File: src/mbrs_pkg.sv
// Package of constants for the slave frame handler
package mbrs_pkg;
  // Clock and tick timing
  localparam int unsigned CLK_HZ = 40_000_000; // System clock rate
  localparam int unsigned TICK_MS = 1; // Sampling tick period in ms
  localparam int unsigned TICK_CYCLES = CLK_HZ / 1000 * TICK_MS; // Cycles per tick
  localparam int unsigned TURNAROUND_MS = 1; // Transceiver turnaround wait
  // Baud selector codes
  localparam logic [1:0] BAUD_4800 = 2'h0;
  localparam logic [1:0] BAUD_9600 = 2'h1;
  localparam logic [1:0] BAUD_19200 = 2'h2;
  localparam logic [1:0] BAUD_HIGHER = 2'h3;
  // Gap tables in ticks
  localparam logic [3:0] DELIM_4800 = 4'h8;
  localparam logic [3:0] FAULT_4800 = 4'h4;
  localparam logic [3:0] DELIM_9600 = 4'h4;
  localparam logic [3:0] FAULT_9600 = 4'h2;
  localparam logic [3:0] DELIM_19200 = 4'h2;
  localparam logic [3:0] FAULT_19200 = 4'h1;
  localparam logic [3:0] DELIM_HIGHER = 4'h1;
  localparam logic [3:0] FAULT_HIGHER = 4'h1;
  // Frame fields
  localparam logic [7:0] BROADCAST_ADDR = 8'h00;
  localparam logic [7:0] EXC_FLAG = 8'h80;
  localparam int unsigned MIN_FRAME_LEN = 3;
  // CRC
  localparam logic [15:0] CRC_INIT = 16'hFFFF;
  localparam logic [15:0] CRC_POLY = 16'hA001;
  // Exception codes
  localparam logic [7:0] EXC_ILL_FUNC = 8'h01;
  localparam logic [7:0] EXC_ILL_ADDR = 8'h02;
  localparam logic [7:0] EXC_ILL_FRAME = 8'h03;
  localparam logic [7:0] EXC_SLAVE_FAIL = 8'h04;
  localparam logic [7:0] EXC_RANGE = 8'h05;
  localparam logic [7:0] EXC_READ_ONLY = 8'h06;
  localparam logic [7:0] EXC_RUN_LOCK = 8'h07;
  localparam logic [7:0] EXC_PASSWORD = 8'h08;
  // Buffer geometry
  localparam int unsigned FIFO_DEPTH = 32;
  localparam int unsigned DATA_W = 8;
endpackage
File: src/mbrs_frame_handler.sv
// Slave frame handler: gap delimiting, screening, response and delay

// Byte FIFO with back-pressure on both sides
module mbrs_fifo #(
  parameter int unsigned WIDTH = 8,
  parameter int unsigned DEPTH = 32
) (
  input wire logic clk_in,
  input wire logic sys_rst_in,
  input wire logic clear_in,
  input wire logic [WIDTH-1:0] wr_data_in,
  input wire logic wr_valid_in,
  output logic wr_ready_out,
  output logic [WIDTH-1:0] rd_data_out,
  output logic rd_valid_out,
  input wire logic rd_ready_in
);
  localparam int unsigned AW = $clog2(DEPTH);
  logic [WIDTH-1:0] mem [DEPTH]; // Storage array
  logic [AW-1:0] wr_ptr; // Write index
  logic [AW-1:0] rd_ptr; // Read index
  logic [AW:0] count; // Occupancy
  wire push = wr_valid_in && wr_ready_out; // Accepted write
  wire pop = rd_valid_out && rd_ready_in; // Accepted read
  assign wr_ready_out = (count != (AW+1)'(DEPTH));
  assign rd_valid_out = (count != '0);
  assign rd_data_out = mem[rd_ptr];
  // Storage write
  always_ff @(posedge clk_in) begin
    if (push) begin
      mem[wr_ptr] <= wr_data_in;
    end
  end
  // Pointers and count
  always_ff @(posedge clk_in or posedge sys_rst_in) begin
    if (sys_rst_in) begin
      wr_ptr <= '0;
      rd_ptr <= '0;
      count <= '0;
    end else if (clear_in) begin
      wr_ptr <= '0;
      rd_ptr <= '0;
      count <= '0;
    end else begin
      if (push) wr_ptr <= (wr_ptr == AW'(DEPTH-1)) ? '0 : wr_ptr + 1'b1;
      if (pop) rd_ptr <= (rd_ptr == AW'(DEPTH-1)) ? '0 : rd_ptr + 1'b1;
      if (push && !pop) count <= count + 1'b1;
      else if (pop && !push) count <= count - 1'b1;
    end
  end
endmodule

// Top: receives bytes, screens frames, emits reply bytes
module mbrs_frame_handler #(
  parameter int unsigned TICK_CYCLES = mbrs_pkg::TICK_CYCLES,
  parameter int unsigned FIFO_DEPTH = mbrs_pkg::FIFO_DEPTH
) (
  input wire logic clk_in,
  input wire logic sys_rst_in,
  input wire logic [7:0] node_addr_in,
  input wire logic [1:0] baud_sel_in,
  input wire logic [7:0] response_delay_setting_in,
  input wire logic [15:0] comm_timeout_setting_in,
  input wire logic [7:0] rx_byte_in,
  input wire logic rx_valid_in,
  input wire logic rx_error_in,
  output logic rx_ready_out,
  output logic [7:0] req_byte_out,
  output logic req_valid_out,
  input wire logic req_ready_in,
  output logic req_end_out,
  output logic req_broadcast_out,
  input wire logic exec_done_in,
  input wire logic [7:0] exec_exc_in,
  input wire logic [7:0] resp_byte_in,
  input wire logic resp_valid_in,
  output logic resp_ready_out,
  input wire logic resp_last_in,
  output logic [7:0] tx_byte_out,
  output logic tx_valid_out,
  input wire logic tx_ready_in,
  output logic tx_busy_out,
  output logic gap_fault_out,
  output logic comm_timeout_out
);
  typedef enum logic [2:0] {ST_RX, ST_EXEC, ST_DELAY, ST_SEND_RESP, ST_SEND_EXC, ST_SEND_CRC, ST_DONE} mbrs_state_t;
  mbrs_state_t state; // Main sequencer
  // CRC byte update, reflected polynomial
  function automatic logic [15:0] crc_step(input logic [15:0] crc, input logic [7:0] data);
    logic [15:0] c;
    c = crc ^ {8'h00, data};
    for (int i = 0; i < 8; i++) begin
      c = c[0] ? ((c >> 1) ^ mbrs_pkg::CRC_POLY) : (c >> 1);
    end
    return c;
  endfunction
  // Tick divider
  logic [$clog2(TICK_CYCLES+1)-1:0] div_cnt; // Cycle counter within tick
  logic tick; // One-cycle 1 ms enable
  always_ff @(posedge clk_in or posedge sys_rst_in) begin
    if (sys_rst_in) begin
      div_cnt <= '0;
      tick <= 1'b0;
    end else begin
      tick <= (div_cnt == ($bits(div_cnt))'(TICK_CYCLES-1));
      div_cnt <= (div_cnt == ($bits(div_cnt))'(TICK_CYCLES-1)) ? '0 : div_cnt + 1'b1;
    end
  end
  // Gap thresholds from baud selection
  wire [3:0] delim_gap = (baud_sel_in == mbrs_pkg::BAUD_4800) ? mbrs_pkg::DELIM_4800 :
    (baud_sel_in == mbrs_pkg::BAUD_9600) ? mbrs_pkg::DELIM_9600 :
    (baud_sel_in == mbrs_pkg::BAUD_19200) ? mbrs_pkg::DELIM_19200 : mbrs_pkg::DELIM_HIGHER;
  wire [3:0] fault_gap = (baud_sel_in == mbrs_pkg::BAUD_4800) ? mbrs_pkg::FAULT_4800 :
    (baud_sel_in == mbrs_pkg::BAUD_9600) ? mbrs_pkg::FAULT_9600 :
    (baud_sel_in == mbrs_pkg::BAUD_19200) ? mbrs_pkg::FAULT_19200 : mbrs_pkg::FAULT_HIGHER;
  // Receive-side state
  logic [3:0] idle_ticks; // Idle ticks since last byte
  logic in_frame; // Bytes seen since last delimiter
  logic [7:0] byte_cnt; // Frame length, saturating
  logic [15:0] rx_crc; // Running CRC over all bytes
  logic [7:0] first_byte; // Address byte
  logic [7:0] func_code; // Function code byte
  logic frame_err; // Parity or framing fault seen
  logic gap_fault; // Intra-frame gap seen
  wire rx_take = rx_valid_in && rx_ready_out && (state == ST_RX); // Byte accepted
  wire delim = in_frame && tick && !rx_take && ((idle_ticks + 4'd1) >= delim_gap);
  // Gap faults only when a byte follows it; the closing idle passes through it too
  wire gap_hit = rx_take && in_frame && (idle_ticks >= fault_gap) && (fault_gap < delim_gap);
  wire addr_ok = (first_byte == node_addr_in) || (first_byte == mbrs_pkg::BROADCAST_ADDR);
  wire is_bcast = (first_byte == mbrs_pkg::BROADCAST_ADDR);
  wire legal = addr_ok && (byte_cnt >= 8'(mbrs_pkg::MIN_FRAME_LEN)) && !frame_err;
  wire crc_ok = (rx_crc == 16'h0000); // Residue zero when CRC matches
  wire len_ok = crc_ok && !gap_fault;
  // Forward data bytes, withholding the two CRC bytes
  logic [7:0] hold0; // Two-byte delay line
  logic [7:0] hold1;
  logic [1:0] hold_n; // Bytes held
  wire fwd = rx_take && (hold_n == 2'd2); // Oldest byte released
  wire fifo_wr_ready; // Request FIFO space
  assign rx_ready_out = fifo_wr_ready && (state == ST_RX);
  logic fifo_clear; // Flush on rejected frame
  mbrs_fifo #(.WIDTH(mbrs_pkg::DATA_W), .DEPTH(FIFO_DEPTH)) u_req_fifo (
    .clk_in(clk_in),
    .sys_rst_in(sys_rst_in),
    .clear_in(fifo_clear),
    .wr_data_in(hold1),
    .wr_valid_in(fwd),
    .wr_ready_out(fifo_wr_ready),
    .rd_data_out(req_byte_out),
    .rd_valid_out(req_valid_out),
    .rd_ready_in(req_ready_in && (state == ST_EXEC))
  );
  // Byte capture and gap timing
  always_ff @(posedge clk_in or posedge sys_rst_in) begin
    if (sys_rst_in) begin
      idle_ticks <= '0;
      in_frame <= 1'b0;
      byte_cnt <= '0;
      rx_crc <= mbrs_pkg::CRC_INIT;
      first_byte <= '0;
      func_code <= '0;
      frame_err <= 1'b0;
      gap_fault <= 1'b0;
      hold0 <= '0;
      hold1 <= '0;
      hold_n <= '0;
    end else if (rx_take) begin
      idle_ticks <= '0;
      in_frame <= 1'b1;
      byte_cnt <= (byte_cnt == 8'hFF) ? byte_cnt : byte_cnt + 8'd1;
      rx_crc <= crc_step(rx_crc, rx_byte_in);
      if (byte_cnt == 8'd0) first_byte <= rx_byte_in;
      if (byte_cnt == 8'd1) func_code <= rx_byte_in;
      frame_err <= frame_err | rx_error_in;
      if (gap_hit) gap_fault <= 1'b1;
      hold0 <= rx_byte_in;
      hold1 <= hold0;
      hold_n <= (hold_n == 2'd2) ? hold_n : hold_n + 2'd1;
    end else if (state == ST_RX && delim) begin
      in_frame <= 1'b0; // Frame closed, fields kept for screening
    end else if (state == ST_RX && tick && in_frame) begin
      idle_ticks <= idle_ticks + 4'd1;
    end else if (state == ST_DONE) begin
      byte_cnt <= '0;
      rx_crc <= mbrs_pkg::CRC_INIT;
      frame_err <= 1'b0;
      gap_fault <= 1'b0;
      hold_n <= '0;
      idle_ticks <= '0;
    end
  end
  // Delay floor: delimit gap plus turnaround, in ticks
  wire [8:0] delay_floor = {5'h00, delim_gap} + 9'(mbrs_pkg::TURNAROUND_MS);
  wire [8:0] delay_req = {1'b0, response_delay_setting_in};
  wire [8:0] delay_eff = (delay_req > delay_floor) ? delay_req : delay_floor;
  // Sequencer registers
  logic [8:0] delay_ticks; // Ticks waited since frame end
  logic [7:0] exc_code; // Exception code held
  logic bcast; // Current frame is broadcast
  logic exc_sent; // Exception function code emitted
  logic [1:0] crc_idx; // CRC bytes sent; in ST_SEND_EXC, 1 once the address byte is sent
  logic [15:0] tx_crc; // Reply CRC
  logic [15:0] to_ticks; // Ticks since last valid frame
  logic first_valid; // A valid frame has been seen
  wire tx_go = !tx_valid_out || tx_ready_in; // Output slot free
  assign fifo_clear = (state == ST_RX) && delim && !(legal && len_ok);
  wire resp_take = (state == ST_SEND_RESP) && resp_valid_in && tx_go;
  assign resp_ready_out = (state == ST_SEND_RESP) && tx_go;
  wire valid_frame = (state == ST_RX) && delim && legal && len_ok;
  // Main sequencer
  always_ff @(posedge clk_in or posedge sys_rst_in) begin
    if (sys_rst_in) begin
      state <= ST_RX;
      delay_ticks <= '0;
      exc_code <= '0;
      bcast <= 1'b0;
      exc_sent <= 1'b0;
      crc_idx <= '0;
      tx_crc <= mbrs_pkg::CRC_INIT;
      tx_byte_out <= '0;
      tx_valid_out <= 1'b0;
      req_end_out <= 1'b0;
      req_broadcast_out <= 1'b0;
      tx_busy_out <= 1'b0;
    end else begin
      req_end_out <= 1'b0;
      if (tx_valid_out && tx_ready_in) tx_valid_out <= 1'b0;
      unique case (state)
        ST_RX: begin
          if (delim) begin
            delay_ticks <= '0;
            bcast <= is_bcast;
            if (!legal) begin
              state <= ST_DONE;
            end else if (!len_ok) begin
              exc_code <= mbrs_pkg::EXC_ILL_FRAME;
              state <= is_bcast ? ST_DONE : ST_DELAY;
            end else begin
              req_end_out <= 1'b1;
              req_broadcast_out <= is_bcast;
              exc_code <= '0;
              state <= ST_EXEC;
            end
          end
        end
        ST_EXEC: begin
          if (tick) delay_ticks <= delay_ticks + 9'd1;
          if (exec_done_in) begin
            exc_code <= exec_exc_in;
            state <= bcast ? ST_DONE : ST_DELAY;
          end
        end
        ST_DELAY: begin
          if (tick) delay_ticks <= delay_ticks + 9'd1;
          if (delay_ticks >= delay_eff) begin
            tx_crc <= mbrs_pkg::CRC_INIT;
            exc_sent <= 1'b0;
            crc_idx <= '0;
            tx_busy_out <= 1'b1;
            state <= (exc_code != 8'h00) ? ST_SEND_EXC : ST_SEND_RESP;
          end
        end
        ST_SEND_RESP: begin
          if (resp_take) begin
            tx_byte_out <= resp_byte_in;
            tx_valid_out <= 1'b1;
            tx_crc <= crc_step(tx_crc, resp_byte_in);
            if (resp_last_in) state <= ST_SEND_CRC;
          end
        end
        ST_SEND_EXC: begin
          if (tx_go) begin
            tx_valid_out <= 1'b1;
            if (crc_idx == 2'd0) begin
              tx_byte_out <= node_addr_in;
              tx_crc <= crc_step(tx_crc, node_addr_in);
              crc_idx <= 2'd1;
            end else if (!exc_sent) begin
              tx_byte_out <= func_code | mbrs_pkg::EXC_FLAG;
              tx_crc <= crc_step(tx_crc, func_code | mbrs_pkg::EXC_FLAG);
              exc_sent <= 1'b1;
            end else begin
              tx_byte_out <= exc_code;
              tx_crc <= crc_step(tx_crc, exc_code);
              crc_idx <= 2'd0;
              state <= ST_SEND_CRC;
            end
          end
        end
        ST_SEND_CRC: begin
          if (tx_go) begin
            tx_valid_out <= 1'b1;
            tx_byte_out <= (crc_idx == 2'd0) ? tx_crc[7:0] : tx_crc[15:8];
            crc_idx <= crc_idx + 2'd1;
            if (crc_idx == 2'd1) state <= ST_DONE;
          end
        end
        ST_DONE: begin
          if (!tx_valid_out || tx_ready_in) begin
            tx_busy_out <= 1'b0;
            state <= ST_RX;
          end
        end
      endcase
    end
  end
  // Communication timeout between valid frames
  always_ff @(posedge clk_in or posedge sys_rst_in) begin
    if (sys_rst_in) begin
      to_ticks <= '0;
      first_valid <= 1'b0;
      comm_timeout_out <= 1'b0;
      gap_fault_out <= 1'b0;
    end else begin
      gap_fault_out <= gap_hit ? 1'b1 : (delim ? 1'b0 : gap_fault_out);
      if (valid_frame) begin
        to_ticks <= '0;
        first_valid <= 1'b1;
        comm_timeout_out <= 1'b0;
      end else if (tick && first_valid && comm_timeout_setting_in != 16'h0000) begin
        if (to_ticks != 16'hFFFF) to_ticks <= to_ticks + 16'd1;
        if (to_ticks >= comm_timeout_setting_in) comm_timeout_out <= 1'b1;
      end
    end
  end
  // Assertions
  a_exc_fc_msb: assert property (@(posedge clk_in) disable iff (sys_rst_in)
    (state == ST_SEND_EXC && tx_go && crc_idx == 2'd1 && !exc_sent) |=> tx_byte_out[7])
    else $error("exception function code lacks top bit");
  a_bcast_silent: assert property (@(posedge clk_in) disable iff (sys_rst_in)
    (bcast && state != ST_RX) |-> !(state inside {ST_SEND_RESP, ST_SEND_EXC}))
    else $error("broadcast frame answered");
  a_illegal_silent: assert property (@(posedge clk_in) disable iff (sys_rst_in)
    (state == ST_RX && delim && !legal) |=> state == ST_DONE)
    else $error("illegal frame not dropped");
  a_crc_exc: assert property (@(posedge clk_in) disable iff (sys_rst_in)
    (state == ST_RX && delim && legal && !len_ok) |=> exc_code == mbrs_pkg::EXC_ILL_FRAME)
    else $error("bad CRC not given code 03");
  a_delay_floor: assert property (@(posedge clk_in) disable iff (sys_rst_in)
    (state == ST_DELAY && $past(state) == ST_DELAY) ##1 (state != ST_DELAY) |-> $past(delay_ticks) >= delay_floor)
    else $error("reply delay below floor");
  a_delim_gap: assert property (@(posedge clk_in) disable iff (sys_rst_in)
    (delim) |-> ((idle_ticks + 4'd1) >= delim_gap) && !rx_take)
    else $error("frame closed early");
  a_timeout_off: assert property (@(posedge clk_in) disable iff (sys_rst_in)
    (comm_timeout_setting_in == 16'h0000 && !comm_timeout_out) |=> !comm_timeout_out)
    else $error("timeout raised while disabled");
  a_crc_order: assert property (@(posedge clk_in) disable iff (sys_rst_in)
    (state == ST_SEND_CRC && tx_go && crc_idx == 2'd0) |=> tx_byte_out == tx_crc[7:0])
    else $error("CRC low byte not first");
  a_short_illegal: assert property (@(posedge clk_in) disable iff (sys_rst_in)
    (state == ST_RX && delim && byte_cnt < 8'd3) |=> state == ST_DONE)
    else $error("short frame not dropped");
endmodule

File: config.mk
export PLATFORM = sky130hd
export DESIGN_NAME = mbrs_frame_handler
export DESIGN_NICKNAME = d
export VERILOG_FILES = /design/src/mbrs_pkg.sv /design/src/mbrs_frame_handler.sv
export SDC_FILE = /design/constraint.sdc
export NUM_CORES = 1
export LEC_CHECK = 0
export ABC_AREA = 1
export ABC_CLOCK_PERIOD_IN_PS = 5100
export BUFFER_PORTS_ARGS = -buffer_cell sky130_fd_sc_hd__buf_4
export CORE_ASPECT_RATIO = 1.4
export CORE_MARGIN = 3
export CORE_UTILIZATION = 50
export CTS_CLUSTER_DIAMETER = 100
export DETAILED_ROUTE_END_ITERATION = 8
export PLACE_DENSITY = 0.67
export SLEW_MARGIN = 20
export SYNTH_ARGS = -nofsm -noshare
export SYNTH_HDL_FRONTEND = slang
export SYNTH_HIERARCHICAL = 1
export SYNTH_SLANG_ARGS = --single-unit
File: constraint.sdc
create_clock -name clk_in -period 5.1 [get_ports clk_in]
set_input_delay 0.765 -clock clk_in [delete_from_list [all_inputs] [get_ports clk_in]]
set_output_delay 0.765 -clock clk_in [all_outputs]
set_load 0.05 [all_outputs]
After elaboration in Yosys (flattened, before gate mapping) --
Memory sizes are Yosys's and may differ from the RTL's. Index checks and enable logic that the tools add are counted.
Cells by class: muxes and demuxes 151, bitwise operators 46, add/sub/neg operators 12, reductions and logical operators 87, equal/unequal tests 37, shifts and indexed selects 0, $mul 0, order comparisons 7, divide/modulo/power cells 0
Operators with widths (count):
- 2-to-1 mux 16 bit | 53
- 2-to-1 mux 8 bit | 15
- inverter 2 -> 3 bit | 40
- bitwise XOR 16 x 8 -> 16 bit | 5
- 2-to-1 mux 3 bit | 18
- case mux 16 bit (3 select lines) | 1
- adder 16 x 1 -> 16 bit, second input constant | 2
- != test 2 bit, second input constant | 16
- AND reduction 4 bit | 8
- logical AND 1 bit | 31
- 2-to-1 mux 5 bit | 6
- 2-to-1 mux 1 bit | 27
- 2-to-1 mux 2 bit | 13
- case mux 8 bit (3 select lines) | 1
- nonzero test 2 bit | 12
- case mux 3 bit (7 select lines) | 1
- 2-to-1 mux 4 bit | 5
- 2-to-1 mux 6 bit | 3
- 2-to-1 mux 9 bit | 2
- case mux 9 bit (2 select lines) | 1
- equality test 16 bit, second input constant | 1
- >= comparator 16 bit | 1
- zero test 16 bit | 1
- zero test 8 bit | 2
- other kinds (44) | 75
Word-level totals: input bits 67, flip-flop bits (word level) 168, memory bits (read-only) 0, memory bits (writable) 256, output and inout port bits 25, bits in latches 0, memories 1
Memory list:
- u_req_fifo.mem | depth 32, bits a word 8, read ports 1, clocked after memory_dff 0, write ports 1, line mbrs_frame_handler.sv:19 | logic [WIDTH-1:0] mem [DEPTH];

Longest topological paths before layout --
Gate-level depths: netlist (run 1).
depth after elaboration 21, gate-level depth with buffers 24

Modules after synthesis --
Netlist (run 1), hierarchy kept.
By module, submodules not included:
- mbrs_fifo | area an instance 11662.4 um^2, cells an instance 1046, sequential area each 8087.8 um^2, times used 1
- mbrs_frame_handler | area an instance 10312.4 um^2, cells an instance 1430, sequential area each 3843.7 um^2, times used 1

Least setup slack after synthesis (run 1) --
Ideal clock, no wire load.
path type input to register, start point in baud_sel_in[0], end point reg tx_crc[8], data arrival time 3390 ps, cell stages on the path 21, setup slack 1634 ps, path buffers 2, cells stage by stage or2_2 -> ha_1 -> a21oi_1 -> o21ai_0 -> a21oi_1 -> o21ai_0 -> ha_1 -> nand2_1 -> o211ai_1 -> nand3_1 -> nand2_1 -> nand3_1 -> nand2_1 -> nand2_1 -> nand3_1 -> nand2_2 -> buf_6 -> inv_6 -> buf_8 -> nor2_1 -> a31oi_2
On the way: word-level cells in the longest chain between the ends 10
RTL lines:
- start, declared | line mbrs_frame_handler.sv:61 | input wire logic [1:0] baud_sel_in,
- equality test 2 bit
- 2-to-1 mux 2 bit | line mbrs_frame_handler.sv:112 | (baud_sel_in == mbrs_pkg::BAUD_19200) ? mbrs_pkg::DELIM_19200 : mbrs_pkg::DELIM_HIGHER;
- 2-to-1 mux 3 bit | line mbrs_frame_handler.sv:111 | (baud_sel_in == mbrs_pkg::BAUD_9600) ? mbrs_pkg::DELIM_9600 :
- 2-to-1 mux 4 bit (*) | line mbrs_frame_handler.sv:110 | wire [3:0] delim_gap = (baud_sel_in == mbrs_pkg::BAUD_4800) ? mbrs_pkg::DELIM_4800 :
- adder 4 x 1 -> 5 bit (*) | line mbrs_frame_handler.sv:193 | wire [8:0] delay_floor = {5'h00, delim_gap} + 9'(mbrs_pkg::TURNAROUND_MS);
- greater-than comparator 8 x 5 -> 1 bit | line mbrs_frame_handler.sv:195 | wire [8:0] delay_eff = (delay_req > delay_floor) ? delay_req : delay_floor;
- 2-to-1 mux 8 bit (*) | line mbrs_frame_handler.sv:195
- >= comparator 9 x 8 -> 1 bit (*) | line mbrs_frame_handler.sv:255 | if (delay_ticks >= delay_eff) begin
- != test 2 bit (no source line) (*)
- AND reduction 4 bit (no source line) (*)
- end signal, assigned | line mbrs_frame_handler.sv:256 | tx_crc <= mbrs_pkg::CRC_INIT;
- end signal, assigned | line mbrs_frame_handler.sv:267 | tx_crc <= crc_step(tx_crc, resp_byte_in);
- end signal, assigned | line mbrs_frame_handler.sv:276 | tx_crc <= crc_step(tx_crc, node_addr_in);
- end, declared | line mbrs_frame_handler.sv:202 | logic [15:0] tx_crc;
Every way passes the cells marked *; elsewhere a longest branch is shown, timed or not. A chain may end at the register's enable or synchronous reset.

Final worst setup path (run 1) --
start point reg u_req_fifo.rd_ptr[0], end point out req_byte_out[4]
On the way: word-level cells in the longest chain between the ends 1
RTL lines:
- start, declared | line mbrs_frame_handler.sv:21 | logic [AW-1:0] rd_ptr;
- start signal, assigned | line mbrs_frame_handler.sv:46 | if (pop) rd_ptr <= (rd_ptr == AW'(DEPTH-1)) ? '0 : rd_ptr + 1'b1;
- memory (32 x 8 bit)
- end, declared | line mbrs_frame_handler.sv:68 | output logic [7:0] req_byte_out,
No other way between the ends.

==> results.md, run 1 <==
- Core area: 43200 um2
- Worst-path fanout max: 72
- Longest Clk Path Bufs: 3
- Leading cell type in the layout, fill and taps excluded: nand2_1
- GP Congestion: 0.884
- Fin Setup TNS: 0 ns
- Setup ws final: 1.01 ns
- CP arrival: 3.32 ns
- Die W: 183 um
- Min-Delay Path Class: in -> async
- Synth Flop Type: edfxtp_1
- Post-synth cell types: 63
- Sequential fraction of the synthesis area: 54.3%
- First DRT Iteration DRCs: 1357
- Fmax: 245 MHz
- Nets: 2661
- Clk pin slew, worst setup/hold paths: 0.06 ns
- CP max stage delay: 0.73 ns
- CP endpoint kind: output port
- FF+latch count, synth: 424
- Chip height: 254 um
- Clk sinks: 424
- Starting Density: 50.8%
- CP most frequent cell: nand2_1
- Grt total ovfl: 0
- Static Leak: 0.0105 uW
- Row count: 90
- Synth top area share: 35.0%
- Avg WL per Cell: 17.5 um
- Placed inst area: 22900 um2
- DR vias: 17.2k
- Layout Skew: 0.0164 ns
- Max-slew violation count: 0
- # Max-Cap Violations: 0
- Req. time, crit path: 4.34 ns
- Final wirelength: 54500 um
- Slowest-stage cell, CP: buf_4
- Average size of a mapped cell: 8.88 um2
- DRT antenna net count: 0
- Min Tclk post-route: 4.09 ns
- Peak VDD IR: 0.415 mV
- Fin. Hold Viols: 0
- Num CTS Buffers: 42
- Die area: 46500 um2
- Cell chosen for the clock root: clkbuf_16
- Antenna cells: 0
- Placed cells: 3043
- Layout area overhead: 9.83%
- Synthesized Nets: 2602
- Fin Hold WS: 0.346 ns
- Vias per cell: 5.51
- Worst setup SP type: flip-flop
- Finished Layout Cells: 3120
- Status: complete, no violations
- Mapped Cells: 2476
- First-pass GRT wire length: 87400 um
- Largest net degree at the start of global routing: 116
- Buffers on Ports: 91
- Unrepaired setup endpoints after global routing: false
- Most frequent cells in the layout: nand2_1, nand3_1, edfxtp_1
- Synthesized cell area: 22000 um2
- H-tree depth: 2
- Worst-Margin Slew: 1.16 ns
- Total GRT Usage: 23.4%
- PostCTS Resize Cnt: 0
- Postcts setup bufs: 0
- Reg-to-reg endpoint: u_req_fifo/count[3]
- Worst r2r path cells: 19
- Rel. slew slack: 22.6%
- Reg2Reg Launch Point: u_req_fifo/count[0]
- Cts hold-fix bufs: 0
- Largest cells by area after synthesis: edfxtp_1, dfrtp_1, nand2_1
- Share of cells above drive strength 1: 9.85%
- IO Pins: 92
- Post-synth EDFFs: 256
- Final Instance Area: 24100 um2
- Power density over the cells: 568 nW/um2
- TritonRoute pass-1 iters: 6
- Cell family with most CP delay: buffers and inverters
- Post-route clock period utilization: 80.1%
- Top cell type by total area after synthesis: edfxtp_1
- Crit path cell chain: buf_4, buf_4, nand2_1, nand3_1, nand3_1, nand2_1, nand2_1, nand2_1, nand2_1, nand2_1, buf_4
- CTS tree: yes
- Fraction of registers with async set/reset: 39.6%
- Reg2reg setup slack: 1.59 ns
- Number of global-route vias before repair: 17.0k
- Kind of critical path: reg -> out
- Clock Latency Late Sink: 0.55 ns
- DPL Wire Length: 37000 um
- Initial antenna violation count: 0
- DRC viols: 0
- Ys Warns: 6
- WP buf/inv: 3
- Post-placement setup slack: 0.636 ns
- Setup-failing EPs final: 0
==> state kept, by name (all words and copies together) (netlist names), 3 cells and up <==
signal / count
byte_cnt: 8
delay_ticks: 9
div_cnt: 16
exc_code: 8
first_byte: 8
func_code: 7
hold0: 8
hold1: 8
idle_ticks: 4
rx_crc: 16
state: 3
to_ticks: 16
tx_byte_out: 8
tx_crc: 16
u_req_fifo/count: 6
u_req_fifo/mem: 256
u_req_fifo/rd_ptr: 5
u_req_fifo/wr_ptr: 5
==> report_power, final <==
group,total [uW],internal [uW],switching [uW]
sequential,4920,4360,561
clock,2840,1560,1280
combinational,5940,1800,4140
==> cell usage after synthesis (16+ instances only) <==
cell / n
nand2_1: 808
nand3_1: 295
edfxtp_1: 256
inv_1: 214
nor2_1: 140
dfrtp_1: 136
o21ai_0: 124
a21oi_1: 63
ha_1: 58
xnor2_1: 36
xor2_1: 36
dfstp_2: 32
buf_2: 26
clkbuf_1: 26
nand4_1: 21
nor3_1: 20
o22ai_1: 17
buf_6: 16
==> per-stage QoR <==
| step | util, % | power, uW |
|---|---|---|
| finish | 55.8 | 13700 |
| global route | 55.8 | 14700 |
| CTS | 55.8 | 13700 |
| detailed placement | 52.9 | 10900 |
| global placement | 52.9 | 10700 |
| floorplan | - | 9380 |
==> worst register-to-register path: stages, from the launching register on <==
cell,delay (ns)
dfrtp_1,0.44
nor2_1,0.08
nand3_1,0.10
nor2_1,0.06
nand2_2,0.07
inv_1,0.11
nor2_8,0.17
nand2_8,0.20
nor2_1,0.34
nand2_2,0.19
inv_2,0.26
ha_1,0.28
inv_1,0.12
ha_1,0.37
nand2_1,0.10
nand2_1,0.06
a31oi_1,0.17
nor2_1,0.05
o21ai_0,0.17
nand2_1,0.07
==> per-layer routing <==
layer | GRT usage [%] | vias up | share of wire, %
met4 | 8.89 | 0 | 3.6
met1 | 27.7 | 8133 | 39
li1 | - | 8360 | -
met2 | 42.7 | 542 | 52
met3 | 3.68 | 142 | 5.6
met5 | 0 | - | 0
==> cells by family after synthesis <==
logic type      synth area share [%]
simple gates                    26.1
xor+xnor                        2.94
buf+inv                         6.52
compound gates                  6.68
flops                           54.3
mux                           0.0456
fa+ha+maj                       3.39
==> cell type report <==
cell class	instances	area, um2
Clock buffer	55	1130
Clock inverter	22	105
Fill cell	3867	19100
Inverter	230	878
Multi-Input combinational cell	1733	8610
Sequential cell	424	11900
Tap cell	552	691
Timing Repair Buffer	104	781
==> worst max-delay path by stage <==
stage	startpoint	end	slack (ns)	cells after the start
after floorplan	sys_rst_in	bcast	0.29	1
after global placement	baud_sel_in[0]	tx_crc[7]	0.72	21
after detailed placement	baud_sel_in[0]	tx_crc[7]	0.64	21
after CTS	u_req_fifo/rd_ptr[0]	req_byte_out[4]	1.03	11
after global routing	baud_sel_in[0]	tx_crc[7]	0.79	22
final	u_req_fifo/rd_ptr[0]	req_byte_out[4]	1.01	11
Note: power is estimated with default switching activity, not from simulation.
==> inputs of run 2 (changes only) <==
--- a/config.mk
+++ b/config.mk
@@ -6,7 +6,7 @@
 export NUM_CORES = 1
 export LEC_CHECK = 0
 export ABC_AREA = 1
-export ABC_CLOCK_PERIOD_IN_PS = 5100
+export ABC_CLOCK_PERIOD_IN_PS = 3900
 export BUFFER_PORTS_ARGS = -buffer_cell sky130_fd_sc_hd__buf_4
 export CORE_ASPECT_RATIO = 1.4
 export CORE_MARGIN = 3
==> constraint.sdc (replaced) <==
create_clock -name clk_in -period 3.9 [get_ports clk_in]
set_input_delay 0.585 -clock clk_in [delete_from_list [all_inputs] [get_ports clk_in]]
set_output_delay 0.585 -clock clk_in [all_outputs]
set_load 0.05 [all_outputs]
==> run 2 against run 1 <==
Effect of this change: sequential cell count unchanged; via count down 0.26%; register-to-register slack worse by 0.93 ns; critical path depth unchanged; clock-buffer cell count up 6; first-iteration DRC count down 3.9%; die area unchanged; largest cell class unchanged.
==> results.md, run 2 (synthesis results as in run 1) <==
- CP endpoint kind: output port (unchanged)
- Initial antenna violation count: 0 (unchanged)
- Most frequent cells in the layout: nand2_1, nand3_1, edfxtp_1 (unchanged)
- Worst-Margin Slew: 0.875 ns (was 1.16 ns)
- Layout Skew: 0.0207 ns (was 0.0164 ns)
- Row count: 90 (unchanged)
- Reg2Reg Launch Point: state[0] (was u_req_fifo/count[0])
- Num CTS Buffers: 42 (unchanged)
- CP max stage delay: 0.50 ns (was 0.73 ns)
- PostCTS Resize Cnt: 0 (unchanged)
- Layout area overhead: 11.1% (was 9.83%)
- Largest net degree at the start of global routing: 132 (was 116)
- Unrepaired setup endpoints after global routing: false (unchanged)
- CP arrival: 2.86 ns (was 3.32 ns)
- Antenna cells: 0 (unchanged)
- Share of cells above drive strength 1: 10.8% (was 9.85%)
- Buffers on Ports: 91 (unchanged)
- Grt total ovfl: 0 (unchanged)
- Longest Clk Path Bufs: 3 (unchanged)
- Reg2reg setup slack: 0.66 ns (was 1.59 ns)
- Min-Delay Path Class: in -> reg (was in -> async)
- DRC viols: 0 (unchanged)
- # Max-Cap Violations: 0 (unchanged)
- First DRT Iteration DRCs: 1304 (was 1357)
- Chip height: 254 um (unchanged)
- Crit path cell chain: inv_4, buf_12, nand2_1, nand3_1, nand3_1, nand2_1, nand2_1, nand2_1, nand2_1, nand2_1, buf_4 (was buf_4, buf_4, nand2_1, nand3_1, nand3_1, nand2_1, nand2_1, nand2_1, nand2_1, nand2_1, buf_4)
- Power density over the cells: 748 nW/um2 (was 568 nW/um2)
- Final wirelength: 54800 um (was 54500 um)
- Starting Density: 50.8% (unchanged)
- Status: complete, no violations (unchanged)
- Setup ws final: 0.450 ns (was 1.01 ns)
- CTS tree: yes (unchanged)
- Fin Hold WS: 0.272 ns (was 0.346 ns)
- GP Congestion: 0.916 (was 0.884)
- Leading cell type in the layout, fill and taps excluded: nand2_1 (unchanged)
- H-tree depth: 2 (unchanged)
- Clock Latency Late Sink: 0.55 ns (about the same)
- Vias per cell: 5.46 (was 5.51)
- DPL Wire Length: 37700 um (was 37000 um)
- Nets: 2678 (was 2661)
- Max-slew violation count: 0 (unchanged)
- Max FFs per register: 256 (unchanged)
- TritonRoute pass-1 iters: 8 (was 6)
- Cell chosen for the clock root: clkbuf_16 (unchanged)
- Worst r2r path cells: 14 (was 19)
- DR vias: 17.1k (was 17.2k)
- Post-placement setup slack: 0.110 ns (was 0.636 ns)
- Postcts setup bufs: 0 (unchanged)
- Setup-failing EPs final: 0 (unchanged)
- Req. time, crit path: 3.31 ns (was 4.34 ns)
- CP most frequent cell: nand2_1 (unchanged)
- Avg WL per Cell: 17.5 um (about the same)
- Fin Setup TNS: 0 ns (unchanged)
- # fillers: 3920 (was 3867)
- Core area: 43200 um2 (unchanged)
- DRT antenna net count: 0 (unchanged)
- Reg-to-reg endpoint: u_req_fifo/count[3] (unchanged)
- Top reg by flops: u_req_fifo/mem (unchanged)
- Clk pin slew, worst setup/hold paths: 0.06 ns (about the same)
- Fin. Hold Viols: 0 (unchanged)
- Peak VDD IR: 0.663 mV (was 0.415 mV)
- Rel. slew slack: 41.4% (was 22.6%)
- Worst setup SP type: flip-flop (unchanged)
- Slowest-stage cell, CP: dfrtp_4 (was buf_4)
- Fmax: 290 MHz
- Setup crit start: u_req_fifo/rd_ptr[0] (unchanged)
- Die area: 46500 um2 (unchanged)
- Min Tclk post-route: 3.45 ns
- CP Capture Point: req_byte_out[4] (unchanged)
- Kind of critical path: reg -> out (unchanged)
- IO Pins: 92 (unchanged)
- Post-route clock period utilization: 88.5%
- Cts hold-fix bufs: 1 (was 0)
- Total GRT Usage: 23.4% (about the same)
- Storage element area: 11900 um2 (about the same)
- Multi-input gate area: 8610 um2 (unchanged)
- First-pass GRT wire length: 87400 um (about the same)
- Die W: 183 um (unchanged)
- Number of global-route vias before repair: 16.8k (was 17.0k)
- Static Leak: 0.0107 uW (was 0.0105 uW)
- Worst-path fanout max: 61 (was 72)
- Clk sinks: 424 (unchanged)
- Fin util: 56.5% (was 55.8%)
[run 2: changes by cell type in the layout (fill, tap and decap cells not counted), moves of 2 or more]
cell	previous run	this run
clkinv_2	7	9
buf_12	0	3
buf_4	104	117
clkbuf_8	1	8
clkinv_1	15	6
clkinv_8	0	2
[run 2: layout make-up]
| class | instances | share of cell area [%] |
|---|---|---|
| Multi-Input combinational cell | 1733 | 35.3 |
| Tap cell | 552 | 2.83 |
| Timing Repair Buffer | 121 | 3.88 |
| Clock buffer | 61 | 5.01 |
| Clock inverter | 16 | 0.543 |
| Sequential cell | 424 | 48.9 |
| Inverter | 230 | 3.58 |
[run 2: worst min path at each step]
stage / from / endpoint / slack (ns) / cells after the start
6_report: exec_exc_in[7] / exc_code[7] / 0.27 / 3
4_1_cts: exec_exc_in[7] / exc_code[7] / 0.25 / 3
3_5_place_dp: first_valid / first_valid / 0.45 / 1
5_1_grt: exec_exc_in[5] / exc_code[5] / 0.27 / 3
3_3_place_gp: div_cnt[0] / div_cnt[0] / 0.44 / 1
2_1_floorplan: div_cnt[0] / div_cnt[0] / 0.43 / 1
[run 2: critical path, delay by kind of cell, from the launching register on]
family / cells / cell delay [ns]
buffers and inverters: 3 / 1.03
flip-flops: 1 / 0.50
AND/OR/NAND/NOR: 8 / 0.75
[run 2: power breakdown]
part | switching, uW | internal, uW | leakage (uW)
clock | 1700 | 2260 | 0.000674
sequential | 715 | 5700 | 0.00437
combinational | 5460 | 2430 | 0.00562
[run 2: per-layer routing]
layer  track usage, %  wire, um  share of wire (%)
met1             28.0     21700                 40
met5                0         0                  0
met3             3.15      2650                4.8
met4             8.80      2080                3.8
met2             42.9     28400                 52
[run 2: per-stage QoR]
stage / instances / total power (uW) / area, um2
finish: 3137 / 18300 / 24400
global placement: 3059 / 14100 / 23100
global route: 3137 / 19600 / 24400
detailed placement: 3059 / 14300 / 23100
CTS: 3137 / 18300 / 24400
floorplan: 2476 / 12300 / 22000
